### config.mk
export PLATFORM = sky130hd
export DESIGN_NAME = vic_core
export DESIGN_NICKNAME = d
export VERILOG_FILES = /design/src/vic_pkg.sv /design/src/vic_core.sv
export VERILOG_INCLUDE_DIRS = /design/src
export SDC_FILE = /design/constraint.sdc
export NUM_CORES = 2
export LEC_CHECK = 0
export ABC_AREA = 1
export BUFFER_PORTS_ARGS = -buffer_cell sky130_fd_sc_hd__clkbuf_2
export CAP_MARGIN = 20
export CORE_MARGIN = 3
export CORE_UTILIZATION = 46
export DETAILED_ROUTE_END_ITERATION = 6
export PLACE_DENSITY = 0.69
export SLEW_MARGIN = 40
export SYNTH_ARGS = -nofsm -noshare
export SYNTH_HDL_FRONTEND = slang
export SYNTH_SLANG_ARGS = --single-unit
### constraint.sdc
create_clock -name clk -period 64.5 [get_ports clk]
set_clock_uncertainty 0.2 [all_clocks]
set_input_delay 9.675 -clock clk [delete_from_list [all_inputs] [get_ports clk]]
set_output_delay 9.675 -clock clk [all_outputs]
set_load 0.02 [all_outputs]
### src/vic_consts.svh
`ifndef VIC_CONSTS_SVH
`define VIC_CONSTS_SVH

// ----------------------------------------
// sizes
// ----------------------------------------
`define VIC_SRC_COUNT 64
`define VIC_WORD_BITS 32
`define VIC_ADDR_BITS 8
`define VIC_LVL_BITS 4
`define VIC_SRC_PER_PRIO_WORD 8

// ----------------------------------------
// register byte offsets
// ----------------------------------------
`define VIC_A_CTRL 8'h00
`define VIC_A_EN_HI 8'h04
`define VIC_A_EN_LO 8'h08
`define VIC_A_SEL_HI 8'h0c
`define VIC_A_SEL_LO 8'h10
`define VIC_A_FRC_HI 8'h14
`define VIC_A_FRC_LO 8'h18
`define VIC_A_SRC_HI 8'h1c
`define VIC_A_SRC_LO 8'h20
`define VIC_A_NP_HI 8'h24
`define VIC_A_NP_LO 8'h28
`define VIC_A_FP_HI 8'h2c
`define VIC_A_FP_LO 8'h30
`define VIC_A_VEC 8'h34
`define VIC_A_EVT_STAT 8'h38
`define VIC_A_EVT_MASK 8'h3c
`define VIC_A_PRIO_BASE 8'h40

// ----------------------------------------
// field positions
// ----------------------------------------
`define VIC_CTRL_NRM_DIS 0
`define VIC_CTRL_FST_DIS 1
`define VIC_CTRL_MASK_EN 4
`define VIC_CTRL_MASK_LSB 8
`define VIC_VEC_NUM_LSB 0
`define VIC_VEC_LVL_LSB 8
`define VIC_VEC_NVALID 15
`define VIC_VEC_FNUM_LSB 16
`define VIC_VEC_FVALID 31
`define VIC_EVT_NRM 0
`define VIC_EVT_FST 1

// ----------------------------------------
// reset values
// ----------------------------------------
`define VIC_RST_CTRL 12'h000
`define VIC_RST_WORD 64'h0

`endif

### src/vic_pkg.sv
package vic_pkg;

    typedef struct packed {
        logic [7:0] addr;
        logic [31:0] wdata;
        logic wr;
        logic rd;
    } vic_bus_type;

    typedef struct packed {
        logic nrm_dis;
        logic fst_dis;
        logic mask_en;
        logic [3:0] mask_lvl;
        logic [63:0] enable;
        logic [63:0] fast_sel;
        logic [63:0] force_req;
        logic [63:0][3:0] prio;
        logic [1:0] evt_stat;
        logic [1:0] evt_mask;
        logic nrm_req;
        logic fst_req;
        logic evt_irq;
        logic [31:0] rdata;
    } vic_state_type;

endpackage

### src/vic_core.sv
// Notes on behaviour
// - up to 64 request inputs, each with its own enable, class select and pending bit.
// - software sees 32-bit words, so each 64-source set is split into a high and low word.
// - two request outputs go to the core, one normal class and one fast class.
// - a per-source select bit routes an active source to the normal or to the fast output.
// - normal and fast pending sources are readable in separate register pairs.
// - a vector register gives the number of the highest-priority pending source.
// - a disabled source drives neither output and its enable touches no other source.
// - software can force a source, and the forced request acts like a real one.
// - normal sources carry one of 16 levels and a mask hides levels not above the mask.
// - one bit blocks all normal requests and another blocks all fast requests.
`include "vic_consts.svh"
`timescale 1ns/10ps
`default_nettype none

module vic_core (
    input wire logic clk,
    input wire logic sys_rst,
    input wire logic [`VIC_SRC_COUNT-1:0] src_req,
    input wire vic_pkg::vic_bus_type bus,
    output logic [`VIC_WORD_BITS-1:0] rdata,
    output logic nrm_req,
    output logic fst_req,
    output logic evt_irq
);
    import vic_pkg::*;

    // ----------------------------------------
    // helpers
    // ----------------------------------------
    function automatic logic [31:0] half(input logic [63:0] v, input logic hi);
        half = hi ? v[63:32] : v[31:0];
    endfunction

    // returns {found, level, number}; ties go to the later index
    function automatic logic [10:0] pick_top(input logic [63:0] p,
                                             input logic [63:0][3:0] lv);
        logic found;
        logic [3:0] best;
        logic [5:0] num;
        found = 1'b0;
        best = 4'h0;
        num = 6'h00;
        for (int k = 0; k < `VIC_SRC_COUNT; k++) begin
            if (p[k] && (!found || lv[k] >= best)) begin
                found = 1'b1;
                best = lv[k];
                num = 6'(k);
            end
        end
        pick_top = {found, best, num};
    endfunction

    vic_state_type st;
    vic_state_type next_st;

    logic [63:0] act;
    logic [63:0] npend;
    logic [63:0] fpend;
    logic [10:0] ntop;
    logic [10:0] ftop;

    // ----------------------------------------
    // per-source qualification
    // ----------------------------------------
    // levels only, no edge capture: a pulse shorter than a cycle may be missed
    genvar i;
    generate
        for (i = 0; i < `VIC_SRC_COUNT; i++) begin : g_src
            // forced request ored in before the enable
            assign act[i] = (src_req[i] | st.force_req[i]) & st.enable[i];
            assign npend[i] = act[i] & ~st.fast_sel[i]
                & (~st.mask_en | (st.prio[i] > st.mask_lvl));
            assign fpend[i] = act[i] & st.fast_sel[i];
        end
    endgenerate

    assign ntop = pick_top(npend, st.prio);
    assign ftop = pick_top(fpend, '0);

    // ----------------------------------------
    // next state
    // ----------------------------------------
    always_comb begin
        logic hi;
        logic [1:0] evt_set;
        logic [1:0] evt_clr;
        logic [2:0] pw;
        next_st = st;
        hi = 1'b0;
        evt_set = 2'b00;
        evt_clr = 2'b00;
        pw = bus.addr[4:2];

        // read data stands only in the cycle after the strobe
        next_st.rdata = 32'h0;
        if (bus.rd) begin
            unique case (bus.addr)
                `VIC_A_CTRL: begin
                    next_st.rdata[`VIC_CTRL_NRM_DIS] = st.nrm_dis;
                    next_st.rdata[`VIC_CTRL_FST_DIS] = st.fst_dis;
                    next_st.rdata[`VIC_CTRL_MASK_EN] = st.mask_en;
                    next_st.rdata[`VIC_CTRL_MASK_LSB +: 4] = st.mask_lvl;
                end
                `VIC_A_EN_HI, `VIC_A_EN_LO:
                    next_st.rdata = half(st.enable, bus.addr == `VIC_A_EN_HI);
                `VIC_A_SEL_HI, `VIC_A_SEL_LO:
                    next_st.rdata = half(st.fast_sel, bus.addr == `VIC_A_SEL_HI);
                `VIC_A_FRC_HI, `VIC_A_FRC_LO:
                    next_st.rdata = half(st.force_req, bus.addr == `VIC_A_FRC_HI);
                `VIC_A_SRC_HI, `VIC_A_SRC_LO:
                    next_st.rdata = half(src_req, bus.addr == `VIC_A_SRC_HI);
                `VIC_A_NP_HI, `VIC_A_NP_LO:
                    next_st.rdata = half(npend, bus.addr == `VIC_A_NP_HI);
                `VIC_A_FP_HI, `VIC_A_FP_LO:
                    next_st.rdata = half(fpend, bus.addr == `VIC_A_FP_HI);
                `VIC_A_VEC: begin
                    next_st.rdata[`VIC_VEC_NUM_LSB +: 6] = ntop[5:0];
                    next_st.rdata[`VIC_VEC_LVL_LSB +: 4] = ntop[9:6];
                    next_st.rdata[`VIC_VEC_NVALID] = ntop[10];
                    next_st.rdata[`VIC_VEC_FNUM_LSB +: 6] = ftop[5:0];
                    next_st.rdata[`VIC_VEC_FVALID] = ftop[10];
                end
                `VIC_A_EVT_STAT: next_st.rdata[1:0] = st.evt_stat;
                `VIC_A_EVT_MASK: next_st.rdata[1:0] = st.evt_mask;
                default: begin
                    if (bus.addr[7:5] == 3'b010) begin
                        for (int j = 0; j < `VIC_SRC_PER_PRIO_WORD; j++) begin
                            next_st.rdata[4*j +: 4] = st.prio[{pw, 3'(j)}];
                        end
                    end
                end
            endcase
        end

        // writes; each source owns its own bit, so one enable leaves others alone
        if (bus.wr) begin
            hi = bus.addr == `VIC_A_EN_HI || bus.addr == `VIC_A_SEL_HI
                || bus.addr == `VIC_A_FRC_HI;
            unique case (bus.addr)
                `VIC_A_CTRL: begin
                    next_st.nrm_dis = bus.wdata[`VIC_CTRL_NRM_DIS];
                    next_st.fst_dis = bus.wdata[`VIC_CTRL_FST_DIS];
                    next_st.mask_en = bus.wdata[`VIC_CTRL_MASK_EN];
                    next_st.mask_lvl = bus.wdata[`VIC_CTRL_MASK_LSB +: 4];
                end
                `VIC_A_EN_HI, `VIC_A_EN_LO: begin
                    if (hi) next_st.enable[63:32] = bus.wdata;
                    else next_st.enable[31:0] = bus.wdata;
                end
                `VIC_A_SEL_HI, `VIC_A_SEL_LO: begin
                    if (hi) next_st.fast_sel[63:32] = bus.wdata;
                    else next_st.fast_sel[31:0] = bus.wdata;
                end
                `VIC_A_FRC_HI, `VIC_A_FRC_LO: begin
                    if (hi) next_st.force_req[63:32] = bus.wdata;
                    else next_st.force_req[31:0] = bus.wdata;
                end
                `VIC_A_EVT_STAT: evt_clr = bus.wdata[1:0];
                `VIC_A_EVT_MASK: next_st.evt_mask = bus.wdata[1:0];
                default: begin
                    if (bus.addr[7:5] == 3'b010) begin
                        for (int j = 0; j < `VIC_SRC_PER_PRIO_WORD; j++) begin
                            next_st.prio[{pw, 3'(j)}] = bus.wdata[4*j +: 4];
                        end
                    end
                end
            endcase
        end

        // global blocks act after the pending sets, so pending stays visible
        next_st.nrm_req = (|npend) & ~st.nrm_dis;
        next_st.fst_req = (|fpend) & ~st.fst_dis;

        // rising request lines are logged; a set in the clear cycle survives
        evt_set[`VIC_EVT_NRM] = next_st.nrm_req & ~st.nrm_req;
        evt_set[`VIC_EVT_FST] = next_st.fst_req & ~st.fst_req;
        next_st.evt_stat = (st.evt_stat & ~evt_clr) | evt_set;
        next_st.evt_irq = |(next_st.evt_stat & next_st.evt_mask);
    end

    // ----------------------------------------
    // state register
    // ----------------------------------------
    always_ff @(posedge clk or posedge sys_rst) begin
        if (sys_rst) begin
            st <= '0;
        end else begin
            st <= next_st;
        end
    end

    assign rdata = st.rdata;
    assign nrm_req = st.nrm_req;
    assign fst_req = st.fst_req;
    assign evt_irq = st.evt_irq;
endmodule // vic_core

`default_nettype wire

==> metrics.md <==
| Metric | Value |
|---|---|
| Status | complete, but fails checks |
| Failing checks | setup timing |
| Met2 WL | 82950 um |
| Most common cell after layout, fill and taps aside | nand2_1 |
| Worst slew margin | 0.1711 |
| Largest cells by area after synthesis | dfrtp_1, ha_1, nand2_1 |
| CP max-delay cell | ha_1 |
| CP Data Required Time | 64.91 ns |
| Post-Layout Cell Count | 7783 |
| Post-route setup slack | -9.148 ns |
| FILL cells | 8199 |
| Max Root-Sink Buffers | 3 |
| Sequential area share after synthesis | 0.3006 |
| PortBufs | 142 |
| Antenna violations before repair | 24 |
| Setup CP Type | input pin to register |
| Final hold slack | 0.2820 ns |
| Largest net degree at the start of global routing | 153 |
| Hold Buf Count CTS | 0 |
| FFs w/ async S/R, synth | 1.000 |
| Max-slew violation count | 0 |
| DRC violations left | 0 |
| Worst EP arrival | 74.06 ns |
| DRT Pass-1 Iters | 6 |
| PwrDens | 35.94 mW/mm^2 |
| Reg-to-reg endpoint | rdata[10] |
| Hpwl dp | 147600 um |
| GRT overflow | 0 |
| Final Hold Viols | 0 |
| Fin crit share | 1.142 |
| Top sig layer | met5 |
| CP most frequent cell | nand2_2 |
| HP Class | register to register |
| Finished Core Util | 0.5898 |
| Synthesized cell area | 0.04112 sq mm |
| M1 WL | 76870 um |
| H-tree depth | 2 |
| Core ar. | 0.08851 sq mm |
| Die X | 305.0 um |
| Maximum clock rate | 0.01358 GHz |
| Clk sinks | 494 |
| Final net count | 7125 |
| Most frequent cells in the layout | nand2_1, buf_4, o21ai_0 |
| Tot GR Track Use | 0.4189 |
| DRT antenna net count | 0 |
| Leak Pwr | 26.60 nW |
| Hold endpoint | st[43] |
| Post-synth cell types | 72 |
| First-pass GRT wire length | 288000 um |
| R2R cell count | 636 |
| Avg WL per Cell | 25.94 um |
| Cells after Synth | 5789 |
| Area growth syn-to-layout | 26.96% |
| Tmin final | 73.65 ns |
| Post-synth EDFFs | 0 |
| Met3 routed WL | 26770 um |
| Setup TNS | -113.61 ns |
| Via-to-Cell Ratio | 6.008 |
| CP Launch Type | input pin |
| Synthesis-stage register bit count | 494 |
| Internal reg-to-reg setup slack | -0.98 ns |
| Share of layout cells above drive strength 1 | 0.2659 |
| Final WL | 201900 um |
| # setup viols final | 14 |
| Number of max-cap violations | 0 |
| Post-synth top area cell | dfrtp_1 |
| Hold depth | 2 |
| 1st-iter DRT viols | 6276 |
| TritonCTS Buffers | 59 |
| Placed cells | 7409 |
| R2R Path Start | st[39] |
| FP Rows | 109 |
| CTS root buf | clkbuf_16 |
| Die height | 305.0 um |
| Worst-skew pair later-pin latency | 0.70 ns |
| CP endpoint kind | register |
| Top-level port count | 143 |
| Total Die Area | 0.09302 sq mm |
| Synth warn | 0 |
| Proportion of netlist area held by the largest area contributor | 0.3006 |
| Worst Tran Pin Value | 1.234 ns |
| Most used DFF post-synth | dfrtp_1 |
| GPL Wtd Cong | 1.095 |
| Crit-path max FO | 8 |
| Pre-CTS setup slack | -11.93 ns |
| Mapped Nets | 6350 |
| Clk slew on worst S/H paths | 0.07 ns |
| Critical Path Max Stage Delay | 0.30 ns |
| Initial core utilization | 0.4646 |
| Hold Crit Start | st[43] |
| Vias | 46760 |
| Vias in the first global route | 43160 |
| RSZ-0062 raised after global routing | yes |
| Syn avg cell area | 7.103 sq um |
| Worst VDD drop | 0.02678 mV |
| CTS tree | done |
logic make-up after synthesis:
| logic type | after synthesis | share of synthesized area |
|---|---|---|
| and+or+nand+nor | 2300 | 0.2488 |
| AOI/OAI and AO/OA | 1622 | 0.2212 |
| buffers and inverters | 920 | 0.09156 |
| DFF | 494 | 0.3006 |
| adders and majority gates | 453 | 0.1378 |
flip-flops by register name (all words and copies together) (netlist names):
register	count
evt_irq	1
fst_req	1
nrm_req	1
rdata	32
st	459
power by group:
part           leakage, nW  switching, mW  internal, mW
sequential            6.70         0.0422         0.337
combinational         18.9          0.605         0.530
clock                0.999          0.153         0.209
total                 26.6          0.800          1.08
cell type report:
| type | count | area (sq um) | share of cell area |
|---|---|---|---|
| Antenna cell | 7 | 17.52 | 0.0003355 |
| Clock buffer | 78 | 1659 | 0.03178 |
| Clock inverter | 30 | 385.4 | 0.007382 |
| Inverter | 664 | 2579 | 0.04939 |
| Multi-Input combinational cell | 4376 | 26690 | 0.5113 |
| Sequential cell | 494 | 12370 | 0.2369 |
| Tap cell | 1165 | 1458 | 0.02792 |
| Timing Repair Buffer | 969 | 7047 | 0.1350 |
Yosys cell counts, types with 22 or more instances:
library cell,number
nor2_1,337
nand3_2,41
o21a_1,35
ha_1,453
o211ai_1,22
buf_4,34
nand2_4,51
nand3_1,188
o21bai_1,62
a21oi_1,239
a22oi_1,54
o21ai_0,998
dfrtp_1,494
inv_1,614
clkbuf_1,201
nand4_1,23
nand2_2,151
inv_2,32
nand2_1,1400
nor3_1,61
o22ai_1,65
stage by stage:
stage               instance area (sq um)  total power, mW
finish                              52210            1.876
global route                        52190            1.997
CTS                                 51300            1.790
global placement                    46710            1.301
floorplan                           41320           0.9367
detailed placement                  46790            1.315
how the worst max path moves through the flow:
stage | start | end | slack [ns] | depth (start not counted)
floorplan | src_req[0] | rdata[4] | -6.60 | 639
CTS | src_req[0] | rdata[3] | -7.57 | 631
detailed placement | src_req[0] | rdata[3] | -11.93 | 622
finish | src_req[0] | rdata[10] | -9.15 | 628
global route | src_req[0] | rdata[10] | -14.85 | 634
global placement | src_req[0] | rdata[3] | -10.15 | 620
worst max-delay path: cells and delay by family:
family | cells | cell delay [ns]
AND/OR/NAND/NOR | 320 | 25.03
AO/OA/AOI/OAI | 182 | 19.31
adder cells (fa/ha/maj) | 62 | 15.38
buffers and inverters | 64 | 4.54
per-layer routing:
layer | global-route usage | up-vias
met4 | 0.2613 | 14
li1 | - | 21000
met5 | 0.005685 | -
met3 | 0.1322 | 688
met2 | 0.6086 | 3014
met1 | 0.5394 | 22050
timing repair:
item	in CTS	in global routing
buffers inserted	200	60
resized for setup	310	98
pin swaps	234	162
cloned	1	0
setup endpoints to repair	14	14
(Power assumes the default switching activity.)
